File: config.mk
export PLATFORM = sky130hd
export DESIGN_NAME = csb_unit
export DESIGN_NICKNAME = d
export VERILOG_FILES = /design/src/logic/csb_pkg.sv /design/src/logic/csb_unit.sv /design/src/logic/csb_reg_mem.sv
export SDC_FILE = /design/constraint.sdc
export NUM_CORES = 1
export LEC_CHECK = 0
export BUFFER_PORTS_ARGS = -buffer_cell sky130_fd_sc_hd__buf_2
export CORE_ASPECT_RATIO = 0.7
export CORE_MARGIN = 10
export CORE_UTILIZATION = 42
export CTS_CLUSTER_SIZE = 24
export DETAILED_ROUTE_END_ITERATION = 10
export PLACE_DENSITY_LB_ADDON = 0.12
export SLEW_MARGIN = 20
export SYNTH_ARGS = -nofsm -noshare
export SYNTH_HDL_FRONTEND = slang
export SYNTH_SLANG_ARGS = --single-unit
File: constraint.sdc
create_clock -name sys_clk -period 6 [get_ports sys_clk]
set_input_delay 0.3 -clock sys_clk [delete_from_list [all_inputs] [get_ports sys_clk]]
set_output_delay 0.3 -clock sys_clk [all_outputs]
set_load 0.02 [all_outputs]
File: src/logic/csb_pkg.sv
/*
 * Shared constants and types of the compare, skip and branch unit:
 * flag positions, host port map, program counter steps, decoded
 * command layout, operation codes and sequencer states.
 * Assumes a decoder ahead of the unit that delivers decoded commands.
 */
`default_nettype none

package csb_pkg;

    localparam int DATA_W = 8;
    localparam int PC_W   = 16;
    localparam int MEM_AW = 6;
    localparam int MEM_DEPTH = 64;

    // Positions of the bits inside status_flags.
    localparam int FLAG_C = 0;
    localparam int FLAG_Z = 1;
    localparam int FLAG_N = 2;
    localparam int FLAG_V = 3;
    localparam int FLAG_S = 4;
    localparam int FLAG_H = 5;
    localparam int FLAG_T = 6;
    localparam int FLAG_I = 7;
    localparam int MSB    = 7;
    localparam int HALF   = 3;

    localparam logic [7:0]  FLAGS_RST = 8'h00;
    localparam logic [15:0] PC_RST    = 16'h0000;
    localparam logic [7:0]  BYTE_ZERO = 8'h00;

    // Host port map: working registers, then I/O registers, then control.
    localparam logic [7:0] ADDR_MEM_LAST = 8'h3F;
    localparam logic [7:0] ADDR_FLAGS    = 8'h40;
    localparam logic [7:0] ADDR_PC_LO    = 8'h41;
    localparam logic [7:0] ADDR_PC_HI    = 8'h42;
    localparam logic [7:0] ADDR_STATE    = 8'h43;
    localparam logic       IO_SPACE      = 1'b1;
    localparam logic       REG_SPACE     = 1'b0;

    // Program counter steps.
    localparam logic [15:0] PC_STEP       = 16'h0001;
    localparam logic [15:0] SKIP_ONE_WORD = 16'h0002;
    localparam logic [15:0] SKIP_TWO_WORD = 16'h0003;

    typedef enum logic [4:0] {
        op_none                  = 5'h00,
        op_compare_regs          = 5'h01,
        op_compare_regs_with_borrow = 5'h02,
        op_compare_immediate     = 5'h03,
        op_skip_reg_bit_low      = 5'h04,
        op_skip_reg_bit_high     = 5'h05,
        op_skip_io_bit_low       = 5'h06,
        op_skip_io_bit_high      = 5'h07,
        op_branch_status_bit_high = 5'h08,
        op_branch_status_bit_low = 5'h09,
        op_branch_when_zero      = 5'h0A,
        op_branch_when_nonzero   = 5'h0B,
        op_branch_when_carry     = 5'h0C,
        op_branch_when_no_carry  = 5'h0D,
        op_branch_unsigned_ge    = 5'h0E,
        op_branch_unsigned_lt    = 5'h0F,
        op_branch_when_negative  = 5'h10,
        op_branch_when_positive  = 5'h11,
        op_branch_signed_ge      = 5'h12,
        op_branch_signed_lt      = 5'h13
    } csb_op_type;

    typedef enum logic {
        st_run   = 1'b0,
        st_stall = 1'b1
    } csb_state_type;

    typedef struct packed {
        csb_op_type op;
        logic [4:0] rd;
        logic [4:0] rr;
        logic [4:0] io_addr;
        logic [2:0] bit_sel;
        logic [7:0] imm;
        logic [6:0] offset;
        logic       succ_two_word;
    } csb_cmd_type;

    typedef struct packed {
        logic [7:0] addr;
        logic [7:0] wdata;
        logic       wr;
        logic       rd;
    } csb_bus_type;

endpackage

`default_nettype wire

File: src/logic/csb_unit.sv
/*
 * Compare, skip and conditional branch execution unit of an 8-bit core.
 * A decoded command is taken in one cycle, its operands are read from
 * the register store, and it executes in the next cycle, updating the
 * status flags or the program counter.
 * Assumes the fetch side presents the instruction stream back to back
 * and refetches from pc_out whenever redirect pulses.
 */
// Decided for this implementation: the strobed register port and the register addresses.
`timescale 1ns/1ps
`default_nettype none

module csb_unit
    import csb_pkg::*;
(
    input  wire logic        sys_clk,
    input  wire logic        rst_n,
    input  wire logic        cmd_valid,
    input  wire csb_cmd_type cmd,
    output var  logic        cmd_ready,
    input  wire csb_bus_type host,
    output var  logic [7:0]  host_rdata,
    output var  logic [15:0] pc_out,
    output var  logic [7:0]  flags_out,
    output var  logic        redirect,
    output var  logic        exec_done
);

    logic              cmd_ready_r;
    logic              cmd_ready_nxt;
    logic [7:0]        host_rdata_r;
    logic [7:0]        host_rdata_nxt;
    logic [15:0]       pc_r;
    logic [15:0]       pc_nxt;
    logic [7:0]        flags_r;
    logic [7:0]        flags_nxt;
    logic              redirect_r;
    logic              redirect_nxt;
    logic              done_r;
    logic              done_nxt;
    logic              ex_valid_r;
    logic              ex_valid_nxt;
    csb_cmd_type       ex_cmd_r;
    csb_cmd_type       ex_cmd_nxt;
    csb_state_type     state_r;
    csb_state_type     state_nxt;

    logic              accept;
    logic              io_read;
    logic [MEM_AW-1:0] addr_a;
    logic [MEM_AW-1:0] addr_b;
    logic [7:0]        opnd_a;
    logic [7:0]        opnd_b;
    logic              mem_we;

    logic [7:0]        sub_rhs;
    logic              sub_cin;
    logic [7:0]        diff;
    logic              is_compare;
    logic              is_skip;
    logic              is_branch;
    logic              cond;
    logic [15:0]       skip_step;
    logic [15:0]       branch_target;

    assign accept = cmd_valid & cmd_ready_r;
    assign io_read = (cmd.op == op_skip_io_bit_low) || (cmd.op == op_skip_io_bit_high);
    assign addr_a = {REG_SPACE, cmd.rd};
    assign addr_b = io_read ? {IO_SPACE, cmd.io_addr} : {REG_SPACE, cmd.rr};
    assign mem_we = host.wr && (host.addr <= ADDR_MEM_LAST);

    csb_reg_mem u_mem (
        .sys_clk (sys_clk),
        .we      (mem_we),
        .waddr   (host.addr[MEM_AW-1:0]),
        .wdata   (host.wdata),
        .raddr_a (addr_a),
        .raddr_b (addr_b),
        .rdata_a (opnd_a),
        .rdata_b (opnd_b)
    );

    // Operand selection and subtraction shared by the three compares.
    always_comb begin
        is_compare = 1'b0;
        is_skip    = 1'b0;
        is_branch  = 1'b0;
        sub_rhs    = opnd_b;
        sub_cin    = 1'b0;
        cond       = 1'b0;
        case (ex_cmd_r.op)
            op_compare_regs: begin
                is_compare = 1'b1;
            end
            op_compare_regs_with_borrow: begin
                is_compare = 1'b1;
                sub_cin    = flags_r[FLAG_C];
            end
            op_compare_immediate: begin
                is_compare = 1'b1;
                sub_rhs    = ex_cmd_r.imm;
            end
            op_skip_reg_bit_low, op_skip_io_bit_low: begin
                is_skip = 1'b1;
                cond    = ~opnd_b[ex_cmd_r.bit_sel];
            end
            op_skip_reg_bit_high, op_skip_io_bit_high: begin
                is_skip = 1'b1;
                cond    = opnd_b[ex_cmd_r.bit_sel];
            end
            op_branch_status_bit_high: begin
                is_branch = 1'b1;
                cond      = flags_r[ex_cmd_r.bit_sel];
            end
            op_branch_status_bit_low: begin
                is_branch = 1'b1;
                cond      = ~flags_r[ex_cmd_r.bit_sel];
            end
            op_branch_when_zero: begin
                is_branch = 1'b1;
                cond      = flags_r[FLAG_Z];
            end
            op_branch_when_nonzero: begin
                is_branch = 1'b1;
                cond      = ~flags_r[FLAG_Z];
            end
            op_branch_when_carry, op_branch_unsigned_lt: begin
                is_branch = 1'b1;
                cond      = flags_r[FLAG_C];
            end
            op_branch_when_no_carry, op_branch_unsigned_ge: begin
                is_branch = 1'b1;
                cond      = ~flags_r[FLAG_C];
            end
            op_branch_when_negative: begin
                is_branch = 1'b1;
                cond      = flags_r[FLAG_N];
            end
            op_branch_when_positive: begin
                is_branch = 1'b1;
                cond      = ~flags_r[FLAG_N];
            end
            op_branch_signed_ge: begin
                is_branch = 1'b1;
                cond      = ~(flags_r[FLAG_N] ^ flags_r[FLAG_V]);
            end
            op_branch_signed_lt: begin
                is_branch = 1'b1;
                cond      = flags_r[FLAG_N] ^ flags_r[FLAG_V];
            end
            default: begin
                is_compare = 1'b0;
            end
        endcase
    end

    assign diff = opnd_a - sub_rhs - {7'h00, sub_cin};

    assign skip_step = ex_cmd_r.succ_two_word ? SKIP_TWO_WORD : SKIP_ONE_WORD;

    assign branch_target = pc_r + {{9{ex_cmd_r.offset[6]}}, ex_cmd_r.offset} + PC_STEP;

    // Sequencing, flags and program counter.
    always_comb begin
        flags_nxt     = flags_r;
        pc_nxt        = pc_r;
        redirect_nxt  = 1'b0;
        done_nxt      = 1'b0;
        state_nxt     = st_run;
        cmd_ready_nxt = 1'b1;
        ex_valid_nxt  = accept;
        ex_cmd_nxt    = accept ? cmd : ex_cmd_r;
        if (host.wr && host.addr == ADDR_FLAGS) begin
            flags_nxt = host.wdata;
        end
        if (host.wr && host.addr == ADDR_PC_LO) begin
            pc_nxt[7:0] = host.wdata;
        end
        if (host.wr && host.addr == ADDR_PC_HI) begin
            pc_nxt[15:8] = host.wdata;
        end
        if (ex_valid_r) begin
            done_nxt = 1'b1;
            pc_nxt   = pc_r + PC_STEP;
            if (is_compare) begin
                flags_nxt[FLAG_N] = diff[MSB];
                flags_nxt[FLAG_H] = (~opnd_a[HALF] & sub_rhs[HALF]) | (sub_rhs[HALF] & diff[HALF])
                                  | (diff[HALF] & ~opnd_a[HALF]);
                flags_nxt[FLAG_C] = (~opnd_a[MSB] & sub_rhs[MSB]) | (sub_rhs[MSB] & diff[MSB])
                                  | (diff[MSB] & ~opnd_a[MSB]);
                flags_nxt[FLAG_V] = (opnd_a[MSB] & ~sub_rhs[MSB] & ~diff[MSB])
                                  | (~opnd_a[MSB] & sub_rhs[MSB] & diff[MSB]);
                if (ex_cmd_r.op == op_compare_regs_with_borrow) begin
                    flags_nxt[FLAG_Z] = (diff == BYTE_ZERO) & flags_r[FLAG_Z];
                end else begin
                    flags_nxt[FLAG_Z] = (diff == BYTE_ZERO);
                end
            end
            if (is_skip && cond) begin
                pc_nxt       = pc_r + skip_step;
                redirect_nxt = 1'b1;
                ex_valid_nxt = 1'b0;
                if (ex_cmd_r.succ_two_word) begin
                    state_nxt     = st_stall;
                    cmd_ready_nxt = 1'b0;
                end
            end
            // Taken branch costs the flushed slot
            if (is_branch && cond) begin
                pc_nxt       = branch_target;
                redirect_nxt = 1'b1;
                ex_valid_nxt = 1'b0;
            end
        end
        case (state_r)
            st_run: begin
                cmd_ready_nxt = cmd_ready_nxt;
            end
            st_stall: begin
                cmd_ready_nxt = 1'b1;
            end
            default: begin
                state_nxt = st_run;
            end
        endcase
    end

    // Host read data, standing only in the cycle after the read strobe.
    always_comb begin
        host_rdata_nxt = BYTE_ZERO;
        if (host.rd) begin
            case (host.addr)
                ADDR_FLAGS: begin
                    host_rdata_nxt = flags_r;
                end
                ADDR_PC_LO: begin
                    host_rdata_nxt = pc_r[7:0];
                end
                ADDR_PC_HI: begin
                    host_rdata_nxt = pc_r[15:8];
                end
                ADDR_STATE: begin
                    host_rdata_nxt = {6'h00, state_r == st_stall, ex_valid_r};
                end
                default: begin
                    host_rdata_nxt = BYTE_ZERO;
                end
            endcase
        end
    end

    always_ff @(posedge sys_clk) begin
        if (!rst_n) begin
            cmd_ready_r  <= 1'b0;
            host_rdata_r <= BYTE_ZERO;
            pc_r         <= PC_RST;
            flags_r      <= FLAGS_RST;
            redirect_r   <= 1'b0;
            done_r       <= 1'b0;
            ex_valid_r   <= 1'b0;
            ex_cmd_r     <= '0;
            state_r      <= st_run;
        end else begin
            cmd_ready_r  <= cmd_ready_nxt;
            host_rdata_r <= host_rdata_nxt;
            pc_r         <= pc_nxt;
            flags_r      <= flags_nxt;
            redirect_r   <= redirect_nxt;
            done_r       <= done_nxt;
            ex_valid_r   <= ex_valid_nxt;
            ex_cmd_r     <= ex_cmd_nxt;
            state_r      <= state_nxt;
        end
    end

    assign cmd_ready  = cmd_ready_r;
    assign host_rdata = host_rdata_r;
    assign pc_out     = pc_r;
    assign flags_out  = flags_r;
    assign redirect   = redirect_r;
    assign exec_done  = done_r;

endmodule

`default_nettype wire

File: src/logic/csb_reg_mem.sv
/*
 * Storage for the working registers and the I/O registers: one write
 * port, two read ports whose data come out of registers one cycle later.
 * Assumes the write and read addresses are stable around the clock edge.
 */
`timescale 1ns/1ps
`default_nettype none

module csb_reg_mem
    import csb_pkg::*;
(
    input  wire logic              sys_clk,
    input  wire logic              we,
    input  wire logic [MEM_AW-1:0] waddr,
    input  wire logic [7:0]        wdata,
    input  wire logic [MEM_AW-1:0] raddr_a,
    input  wire logic [MEM_AW-1:0] raddr_b,
    output var  logic [7:0]        rdata_a,
    output var  logic [7:0]        rdata_b
);

    logic [7:0] mem [MEM_DEPTH];

    always_ff @(posedge sys_clk) begin
        if (we) begin
            mem[waddr] <= wdata;
        end
        rdata_a <= mem[raddr_a];
        rdata_b <= mem[raddr_b];
    end

endmodule

`default_nettype wire

; ---- Word level (Yosys, flattened, before mapping)
; Memory sizes are Yosys's and may differ from the RTL's. A register that Yosys moved wholly into a read port is not among the register bits.
; Index checks and enable logic that the tools add are counted.
[op_classes]
n_lt_le_gt_ge = 2
n_bitwise = 28
add_sub_neg = 6
n_eq_ne = 25
mux = 37
reduce_logical = 20
[op_table]
columns = cell, n
row1 = two-way mux 16 bit, 3
row2 = "equality test 5 x 4 -> 1 bit, second input constant", 8
row3 = "adder 16 x 1 -> 16 bit, second input constant", 2
row4 = "equality test 8 x 7 -> 1 bit, second input constant", 4
row5 = case mux 8 bit (4 select lines), 1
row6 = "equality test 5 x 3 -> 1 bit, second input constant", 6
row7 = two-way mux 8 bit, 3
row8 = two-way mux 1 bit, 22
row9 = "equality test 5 bit, second input constant", 4
row10 = adder 16 bit, 1
row11 = adder 16 x 2 -> 16 bit, 1
row12 = two-way mux 6 bit, 2
row13 = case mux 1 bit (12 select lines), 1
row14 = OR reduction 12 bit, 1
row15 = bitwise AND 1 bit, 11
row16 = inverter 1 bit, 11
row17 = "equality test 5 x 2 -> 1 bit, second input constant", 2
row18 = "<= comparator 8 x 6 -> 1 bit, second input constant", 1
row19 = zero test 8 bit, 1
row20 = two-way mux 4 bit, 2
row21 = OR reduction 2 bit, 4
row22 = subtractor 8 x 1 -> 8 bit, 1
row23 = subtractor 8 bit, 1
row24 = binary-select mux 1 bit (select 3 bit), 2
row25 = 12 further kinds, 23
[totals]
regBits = 61
output_inout_bits = 35
mem_bits_rw = 512
mem_count = 1
inputBits = 60
[mem_list]
columns = name, depth, word_bits, read_ports, rd_ports_with_merged_regs, wr, line_no
row1 = u_mem.mem, 64, 8, 2, 2, 1, csb_reg_mem.sv:22  ; logic [7:0] mem [MEM_DEPTH];

; ---- Longest topological paths before layout
; Gate-level depths: netlist (run 1).
[logic_depth]
depth_word = 9
ltp_mapped = 15

; ---- Cells and area by module
; From an unflattened synthesis (run 1), not the netlist that was laid out.
[unflattened]
cells_unflattened = 1762
hier_area_um2 = 28866.4
[modules_own_cells]
columns = module, n_inst, area_per_inst_um2, cells_per_inst
row1 = csb_reg_mem, 1, 24274.5, 1211
row2 = csb_unit, 1, 4591.9, 551

; ---- Worst setup path before layout (run 1)
; No wires, ideal clock.
[synth_path]
path_type = register to register
startpoint = reg ex_cmd_r[38] in the netlist's numbering
endpoint = reg flags_r[3], in the netlist flags_out[3]
stages_incl_launch_ff = 16
synth_period_minus_slack_ns = 3.676
t_arrival_ns = 3.560
slack_ns = 2.324
t_required_ns = 5.884
path_cell_list = dfxtp_1 clkbuf_1 nor3_1 and3_1 clkbuf_1 mux2_2 fa_1 inv_1 ha_1 nand2_1 a21boi_0 o21a_1 o21a_1 o211ai_1 mux2_2 o211a_1
[synth_via]
elab_chain_len = 9
elab_cells_between_ends = 18
[synth_lines]
columns = item, line_no
row1 = "start, declared", csb_unit.sv:43  ; csb_cmd_type ex_cmd_r;
row2 = "start signal, assigned", csb_unit.sv:271  ; ex_cmd_r <= ex_cmd_nxt;
row3 = equality test 5 x 2 -> 1 bit, csb_unit.sv:91  ; case (ex_cmd_r.op)
row4 = two-way mux 8 bit, csb_unit.sv:91
row5 = subtractor 8 bit, csb_unit.sv:157  ; assign diff = opnd_a - sub_rhs - {7'h00, sub_cin};
row6 = subtractor 8 x 1 -> 8 bit, csb_unit.sv:157
row7 = inverter 1 bit, csb_unit.sv:191  ; flags_nxt[FLAG_V] = (opnd_a[MSB] & ~sub_rhs[MSB] & ~diff[MSB])
row8 = bitwise AND 1 bit, csb_unit.sv:191
row9 = bitwise OR 1 bit, csb_unit.sv:192  ; | (~opnd_a[MSB] & sub_rhs[MSB] & diff[MSB]);
row10 = two-way mux 4 bit *, csb_unit.sv:185  ; if (is_compare) begin
row11 = two-way mux 4 bit *, csb_unit.sv:182  ; if (ex_valid_r) begin
row12 = "end signal, assigned", csb_unit.sv:267  ; flags_r <= flags_nxt;
row13 = "end, declared", csb_unit.sv:35  ; logic [7:0] flags_r;
; Every way passes the cells marked *; elsewhere a longest branch is shown, timed or not.
; A chain may end at the register's enable or synchronous reset.

; ---- Worst setup path in the final report (run 1)
[layout_path]
startpoint = in cmd[37] in the netlist's numbering
endpoint = reg u_mem.rdata_b[5], read port of u_mem.mem
[layout_via]
elab_chain_len = 3
elab_cells_between_ends = 4
[layout_lines]
columns = item, line_no
row1 = "start, declared", csb_unit.sv:19  ; input wire csb_cmd_type cmd,
row2 = equality test 5 x 3 -> 1 bit, csb_unit.sv:67  ; assign io_read = (cmd.op == op_skip_io_bit_low) || (cmd.op == op_skip_io_bit_high);
row3 = logical OR 1 bit *, csb_unit.sv:67
row4 = two-way mux 6 bit *, csb_unit.sv:69  ; assign addr_b = io_read ? {IO_SPACE, cmd.io_addr} : {REG_SPACE, cmd.rr};
row5 = "end, declared", csb_reg_mem.sv:19  ; output var logic [7:0] rdata_b
; Marks and branches as above.

==> flow_summary.ini, run 1 <==
[clock_network]
cts_sinks = 589
cts_buffers = 59
cts_setup_buffers = 0
cts_resized = 0
worst_skew_pair.late_latency_ns = 0.65
clk_pin_slew_ns = 0.06
cts_root_buffer = clkbuf_16
cts_tree = yes
cts_hold_buffers = 23
htree_levels = 2
clockBufferDepth = 3

[worst_setup_path]
worstReg2RegEnd = flags_out[3]
crit_slowest_cell = a2111oi_0
path_cells = dlygate4sd3_1, buf_2, and4bb_1, buf_4, mux2_4, buf_4, mux4_2, a22o_1, a2111oi_0, or4_1, o31ai_1
r2r_slack_ns = 1.97
arrival_ns = 4.71
end_kind = flop
path_buf_inv = 4
path_max_fanout = 49
crit_cells = 11
crit_path_start_kind = primary input
cp.required_ns = 6.44
r2r_cells = 13
crit_start = cmd[37]
endpoint = u_mem.rdata_b[5]
critPathKind = primary input to flop
crit_family = buffers and inverters
cpMostUsedCell = buf_4
critPathMaxStageDelay_ns = 0.87
r2r-start = ex_cmd_r[38]

[power_and_ir_drop]
p_total_w = 0.009083
p_seq_frac = 0.498
power_density_nw_per_um2 = 300.8
pwr-share-clk = 0.404
p_sw_frac = 0.2396
leakagePower_nw = 9.943
internal_power_w = 0.006907
ir_drop_mv = 0.2012
p_comb_frac = 0.098
power_switching_w = 0.002176

[timing]
rsz0062_at_grt = no
period_needed_ns = 4.268
fmax_mhz = 234.3
fin_setup_tns_ns = 0
worst_pin_slew_ns = 1.119
skew_ns = 0.03402
relSlewSlack = 0.2514
drv_slew = 0
setup_slack_ns = 1.732
hold_viol_final = 0
period_share = 0.7114
setup_violations = 0

[cells_and_area]
drive_gt1_frac = 0.2305
area_growth_pct = 12.61
fin_cells = 2687
nets = 1907
final_util = 0.4777

[hold_path]
min_path_cells = 3
hp-class = primary input to flop

[drt]
drc = 0
vias_per_cell = 6.135
dr.pass1.iters = 8
route.vias.total = 16490
drt_iter0_drc = 2153
antenna_left = 0
detail_route.wl_per_cell_um = 29.68
wl_um = 79760

[floorplan]
core_um2 = 63200
die_h_um = 231.4
initial_core_util = 0.4242
num_rows = 77
fp.dieW_um = 322.0
io_pins = 95
die-area_um2 = 74510

[global_route]
grt_pass1_vias = 16230
grt.total_usage = 0.2118
grt_pass1_wl_um = 116200
grt_max_degree = 68
antenna_found_initial = 2
overflow = 0

[placed_design]
dp_hpwl_um = 53480
port_buffers = 94
pre_cts_ws_ns = 1.743
placedCellCount = 2557
gp_congestion = 0.8384

[synthesis]
synthSimpleGateAreaFrac = 0.06795
seq_area_frac_synth = 0.6309
synth_cells = 1706
synth_top_area_frac = 0.5734
yosysTopAreaCell = edfxtp_1
synthArstFlopShare = 0
synth.mux.area_fraction = 0.1843
synth.ff_latch_count = 589
yosys_warnings = 0
synth_flop_cell = edfxtp_1
syn_area_um2 = 26810
syn_avg_cell_area_um2 = 15.72
synth_compound_area_frac = 0.06421
synth_commonest_cells = 512 x edfxtp_1, 183 x mux4_2, 177 x nand2_1
synth.area.top_cells = edfxtp_1 57%, mux4_2 15%, dfxtp_1 5.7%
synthXorXnorAreaFrac = 0.01167
synth.distinct_cells = 78
synth_nets = 1801
synth_top_family_by_area = multiplexers
synth_edf_count = 512
synthAdderAreaFrac = 0.01745
yosysMostFrequentCell = edfxtp_1

[outcome]
status = completed

[run]
maxCapViolCount = 0
## worst min-delay path, stage by stage
cell	delay (ns)
buf_2	0.10
nand2_1	0.15
a21oi_1	0.09
## area by class of cell
type / count / area (µm²)
repair buffers: 145 / 915.9
fillers: 5401 / 33010
well taps: 829 / 1037
clock inverters: 30 / 277.8
inverters: 36 / 135.1
clock buffers: 76 / 1593
flip-flops and latches: 589 / 16920
diodes: 1 / 2.502
multi-input cells: 981 / 9315
## through the flow
stage	hold slack, ns	cell area (µm²)
final	0.04018	30190
after detailed placement	0.4520	28080
after floorplan	0.3989	26810
after global placement	0.4479	28060
after global routing	0.04386	30190
after CTS	0.01598	30190
## power by group through the flow
stage / combinational, W / sequential (W) / clock (W)
6_report: 0.000894 / 0.00452 / 0.00367
3_5_place_dp: 0.000877 / 0.00461 / 0
4_1_cts: 0.000893 / 0.00452 / 0.00372
2_1_floorplan: 0.000554 / 0.00459 / 0
3_3_place_gp: 0.000869 / 0.00461 / 0
5_1_grt: 0.000964 / 0.00452 / 0.00390
## layer usage
| layer | vias up | part of all wire | global-route usage |
|---|---|---|---|
| li1 | 7048 | - | - |
| met1 | 8607 | 0.47 | 0.3346 |
| met2 | 745 | 0.42 | 0.2874 |
| met3 | 85 | 0.10 | 0.05432 |
| met4 | 0 | 0.015 | 0.04406 |
| met5 | - | 0 | 0 |
## state kept, by name, indices dropped and copies added, names as in the netlist
| name | flops |
|---|---|
| ex_valid_r | 1 |
| host_rdata | 8 |
| redirect | 1 |
| exec_done | 1 |
| flags_out | 8 |
| ex_cmd_r | 24 |
| pc_out | 16 |
| u_mem.rdata_b | 8 |
| cmd_ready | 1 |
| state_r | 1 |
| u_mem.mem | 512 |
| u_mem.rdata_a | 8 |
## logic make-up after synthesis
family	Yosys count
flops	589
simple gates	405
compound gates	256
mux	251
buf+inv	136
fa+ha+maj	35
xor+xnor	34
## layout by cell type, fill, tap and decap left out, drive strengths merged, types with 11 or more instances in the layout
| master | count |
|---|---|
| nor3 | 16 |
| o22ai | 21 |
| buf | 121 |
| ha | 31 |
| o21ai | 36 |
| xor2 | 14 |
| xnor2 | 19 |
| dfxtp | 77 |
| inv | 37 |
| mux4 | 189 |
| nor2 | 104 |
| a22oi | 16 |
| clkbuf | 76 |
| mux2 | 24 |
| nand3 | 33 |
| mux2i | 38 |
| a2111oi | 11 |
| edfxtp | 512 |
| clkinv | 23 |
| dlygate4sd3 | 23 |
| and3 | 15 |
| a21oi | 71 |
| a31oi | 17 |
| nand2 | 177 |
## worst min-delay path by stage
stage / from / endpoint / slack (ns)
after floorplan: host[2] / u_mem.mem[0][0] / 0.40
after global placement: ex_cmd_r[6] / ex_cmd_r[6] / 0.45
after detailed placement: ex_cmd_r[1] / ex_cmd_r[1] / 0.45
after CTS: cmd[7] / ex_cmd_r[7] / 0.02
after global routing: cmd[7] / ex_cmd_r[7] / 0.04
final: cmd[7] / ex_cmd_r[7] / 0.04
Note: power is estimated with default switching activity, not from simulation.
==> run 2, diff against run 1 <==
--- a/config.mk
+++ b/config.mk
@@ -5,6 +5,7 @@
 export SDC_FILE = /design/constraint.sdc
 export NUM_CORES = 1
 export LEC_CHECK = 0
+export ABC_AREA = 1
 export BUFFER_PORTS_ARGS = -buffer_cell sky130_fd_sc_hd__buf_2
 export CORE_ASPECT_RATIO = 0.7
 export CORE_MARGIN = 10
==> constraint.sdc (replaced) <==
create_clock -name sys_clk -period 3.9 [get_ports sys_clk]
set_input_delay 0.195 -clock sys_clk [delete_from_list [all_inputs] [get_ports sys_clk]]
set_output_delay 0.195 -clock sys_clk [all_outputs]
set_load 0.02 [all_outputs]
==> run 2 against run 1 <==
Via count increased by 47%. Count of clock-buffer cells in the layout unchanged. Clock skew decreased by 0.0088 ns. Final cell count increased by 64%. Combinational power increased by 100%. Global-route usage increased by 1.9 points. Clock power increased by 62%. Cell area increased by 11%.
==> flow_summary.ini, run 2 <==
[outcome]
status = completed

[worst_setup_path]
arrival_ns = 3.93
path_buf_inv = 3
crit_cells = 20
critPathKind = flop to flop
crit_path_start_kind = flop
crit_slowest_cell = dfxtp_1
path_max_fanout = 9
cp.required_ns = 4.47
path_cells = inv_2, nand2_1, nand3_1, nand3_1, nand2_1, nand2_1, nand2_1, inv_1, or2_2, ha_1, inv_1, fa_1, nor2_1, nand3_1, nor3_1, xor2_1, nand2_1, nand2_1, nand2_1, a21oi_1
end_kind = flop
critPathMaxStageDelay_ns = 0.52
r2r_cells = 20
cpMostUsedCell = nand2_1
crit_family = simple AND/OR/NAND/NOR gates

[global_route]
grt_max_degree = 129
overflow = 0
grt_pass1_wl_um = 144100
antenna_found_initial = 4
grtUsageMet3 = 0.05569
grt.total_usage = 0.2310
use_met2 = 0.3159
grt_use_met1 = 0.3599
grt_pass1_vias = 22490
top_usage_layer = met1

[synthesis]
synth_commonest_cells = 804 x nand2_1, 512 x edfxtp_1, 464 x inv_1
syn_area_um2 = 29470
synthArstFlopShare = 0
synth_nets = 3424
synth_top_area_frac = 0.5217
synth_cells = 3329
synth_edf_count = 512
syn_avg_cell_area_um2 = 8.853
synth_flop_cell = edfxtp_1
yosysTopAreaCell = edfxtp_1
synth.distinct_cells = 48
seq_area_frac_synth = 0.5740
yosysMostFrequentCell = nand2_1
synth.ff_latch_count = 589
yosys_warnings = 0
synth.area.top_cells = edfxtp_1 52%, nand2_1 10%, nand3_1 7.8%

[clock_network]
cts_sinks = 589
clk_pin_slew_ns = 0.07
cts_tree = yes
cts_resized = 0
clockBufferDepth = 3
htree_levels = 2
cts_buffers = 61
worst_skew_pair.late_latency_ns = 0.66
cts_root_buffer = clkbuf_16

[cells_and_area]
area_growth_pct = 13.81
multi_input_area_um2 = 9945
nets = 3538
largest_reg_flops = 512
seq_area_um2 = 16920
regMostFlops = u_mem.mem
fill_cells = 6584
layout_common_cells = 804 x nand2_1, 512 x edfxtp_1, 461 x inv_1, 461 x nand3_1, 238 x o21ai_0
final_common_cell = nand2_1
drive_gt1_frac = 0.08851
stdcell_area_um2 = 33540

[timing]
relSlewSlack = 0.3516
fmax_mhz = 298.0
rsz0062_at_grt = no
skew_ns = 0.02523
setup_violations = 0
period_needed_ns = 3.356
worst_pin_slew_ns = 0.9689
drv_slew = 0
period_share = 0.8605
hold_viol_final = 0
fin_setup_tns_ns = 0

[placed_design]
port_buffers = 94
gp_congestion = 0.9352
placed_area_um2 = 31250
dp_hpwl_um = 63730

[floorplan]
io_pins = 95
die-area_um2 = 81340
die_h_um = 241.6
num_rows = 81
initial_core_util = 0.4227
fp.dieW_um = 336.6
core_um2 = 69730

[drt]
dr.pass1.iters = 8
drc = 0
antenna_left = 0
detail_route.wl_per_cell_um = 22.04
drt_iter0_drc = 3189
route.vias.total = 24290
vias_per_cell = 5.510
wl_um = 97170

[hold_path]
hp-class = primary input to flop
min_path_cells = 5

[power_and_ir_drop]
power_density_nw_per_um2 = 438.5
leakagePower_nw = 13.99
ir_drop_mv = 0.3605

[run]
maxCapViolCount = 0
==> run 2: cell count changes after synthesis, sizes merged, moves of 38 or more <==
cell | previous run | this run
buf | 49 | 99
nand2 | 177 | 807
mux4 | 189 | 0
nand3 | 33 | 462
inv | 35 | 467
o21ai | 36 | 281
mux2i | 38 | 0
nor2 | 104 | 190
a21oi | 71 | 189
==> run 2: tightest hold or removal path: stages <==
cell	delay, ns
buf_2	0.14
nand3_1	0.10
nor3_2	0.10
nand2_1	0.08
a31oi_1	0.06
==> run 2: metrics by stage <==
| stage | total power (W) | utilization | std cells | worst slack [ns] | hold slack, ns |
|---|---|---|---|---|---|
| floorplan | 0.008142 | - | 3329 | 1.116 | 0.2939 |
| global placement | 0.008805 | 0.4482 | 4265 | 0.6102 | 0.4473 |
| detailed placement | 0.008828 | 0.4482 | 4265 | 0.6325 | 0.4526 |
| CTS | 0.01474 | 0.4809 | 4404 | 0.6119 | 0.05845 |
| global route | 0.01520 | 0.4810 | 4407 | 0.1641 | 0.1049 |
| finish | 0.01471 | 0.4811 | 4408 | 0.5440 | 0.09637 |
==> run 2: area by class of cell <==
cell class / instances / share of cell area
Tap cell: 913 / 0.03406
Antenna cell: 4 / 0.0002984
Sequential cell: 589 / 0.5043
Clock inverter: 35 / 0.01138
Multi-Input combinational cell: 2095 / 0.2965
Inverter: 470 / 0.05274
Clock buffer: 76 / 0.04838
Timing Repair Buffer: 226 / 0.05237
==> run 2: worst paths after layout <==
kind,startpoint,endpoint,slack [ns]
min,host[10],host_rdata[7],0.1
max reg2reg,ex_cmd_r[16],pc_out[14],0.54
max,ex_cmd_r[16],pc_out[14],0.54
min reg2reg,ex_cmd_r[9],ex_cmd_r[9],0.47
==> run 2: timing repair <==
action / 4_1_cts / 5_1_grt
buffers inserted: 0 / 0
hold buffers: 28 / 0
endpoints found under the hold margin: 42 / 0
==> run 2: cells by family after synthesis <==
| family | count (synthesis) | share of synthesized area |
|---|---|---|
| DFF | 589 | 0.5740 |
| adders and majority gates | 35 | 0.01588 |
| xor gates and xnor gates | 28 | 0.008321 |
| and+or+nand+nor | 1492 | 0.2138 |
| buffers and inverters | 645 | 0.09017 |
| AOI/OAI and AO/OA | 540 | 0.09790 |
==> run 2: routing by layer <==
| layer | up-vias | routed length, µm |
|---|---|---|
| met5 | - | 13 |
| met4 | 2 | 1694 |
| met3 | 119 | 10390 |
| met2 | 1152 | 39620 |
| met1 | 11650 | 45450 |
| li1 | 11360 | - |
==> run 2: report_power, final <==
group	switching, W	internal [W]
registers	0.0000609	0.00690
logic	0.00127	0.000524
clock network	0.00259	0.00336
total	0.00392	0.0108
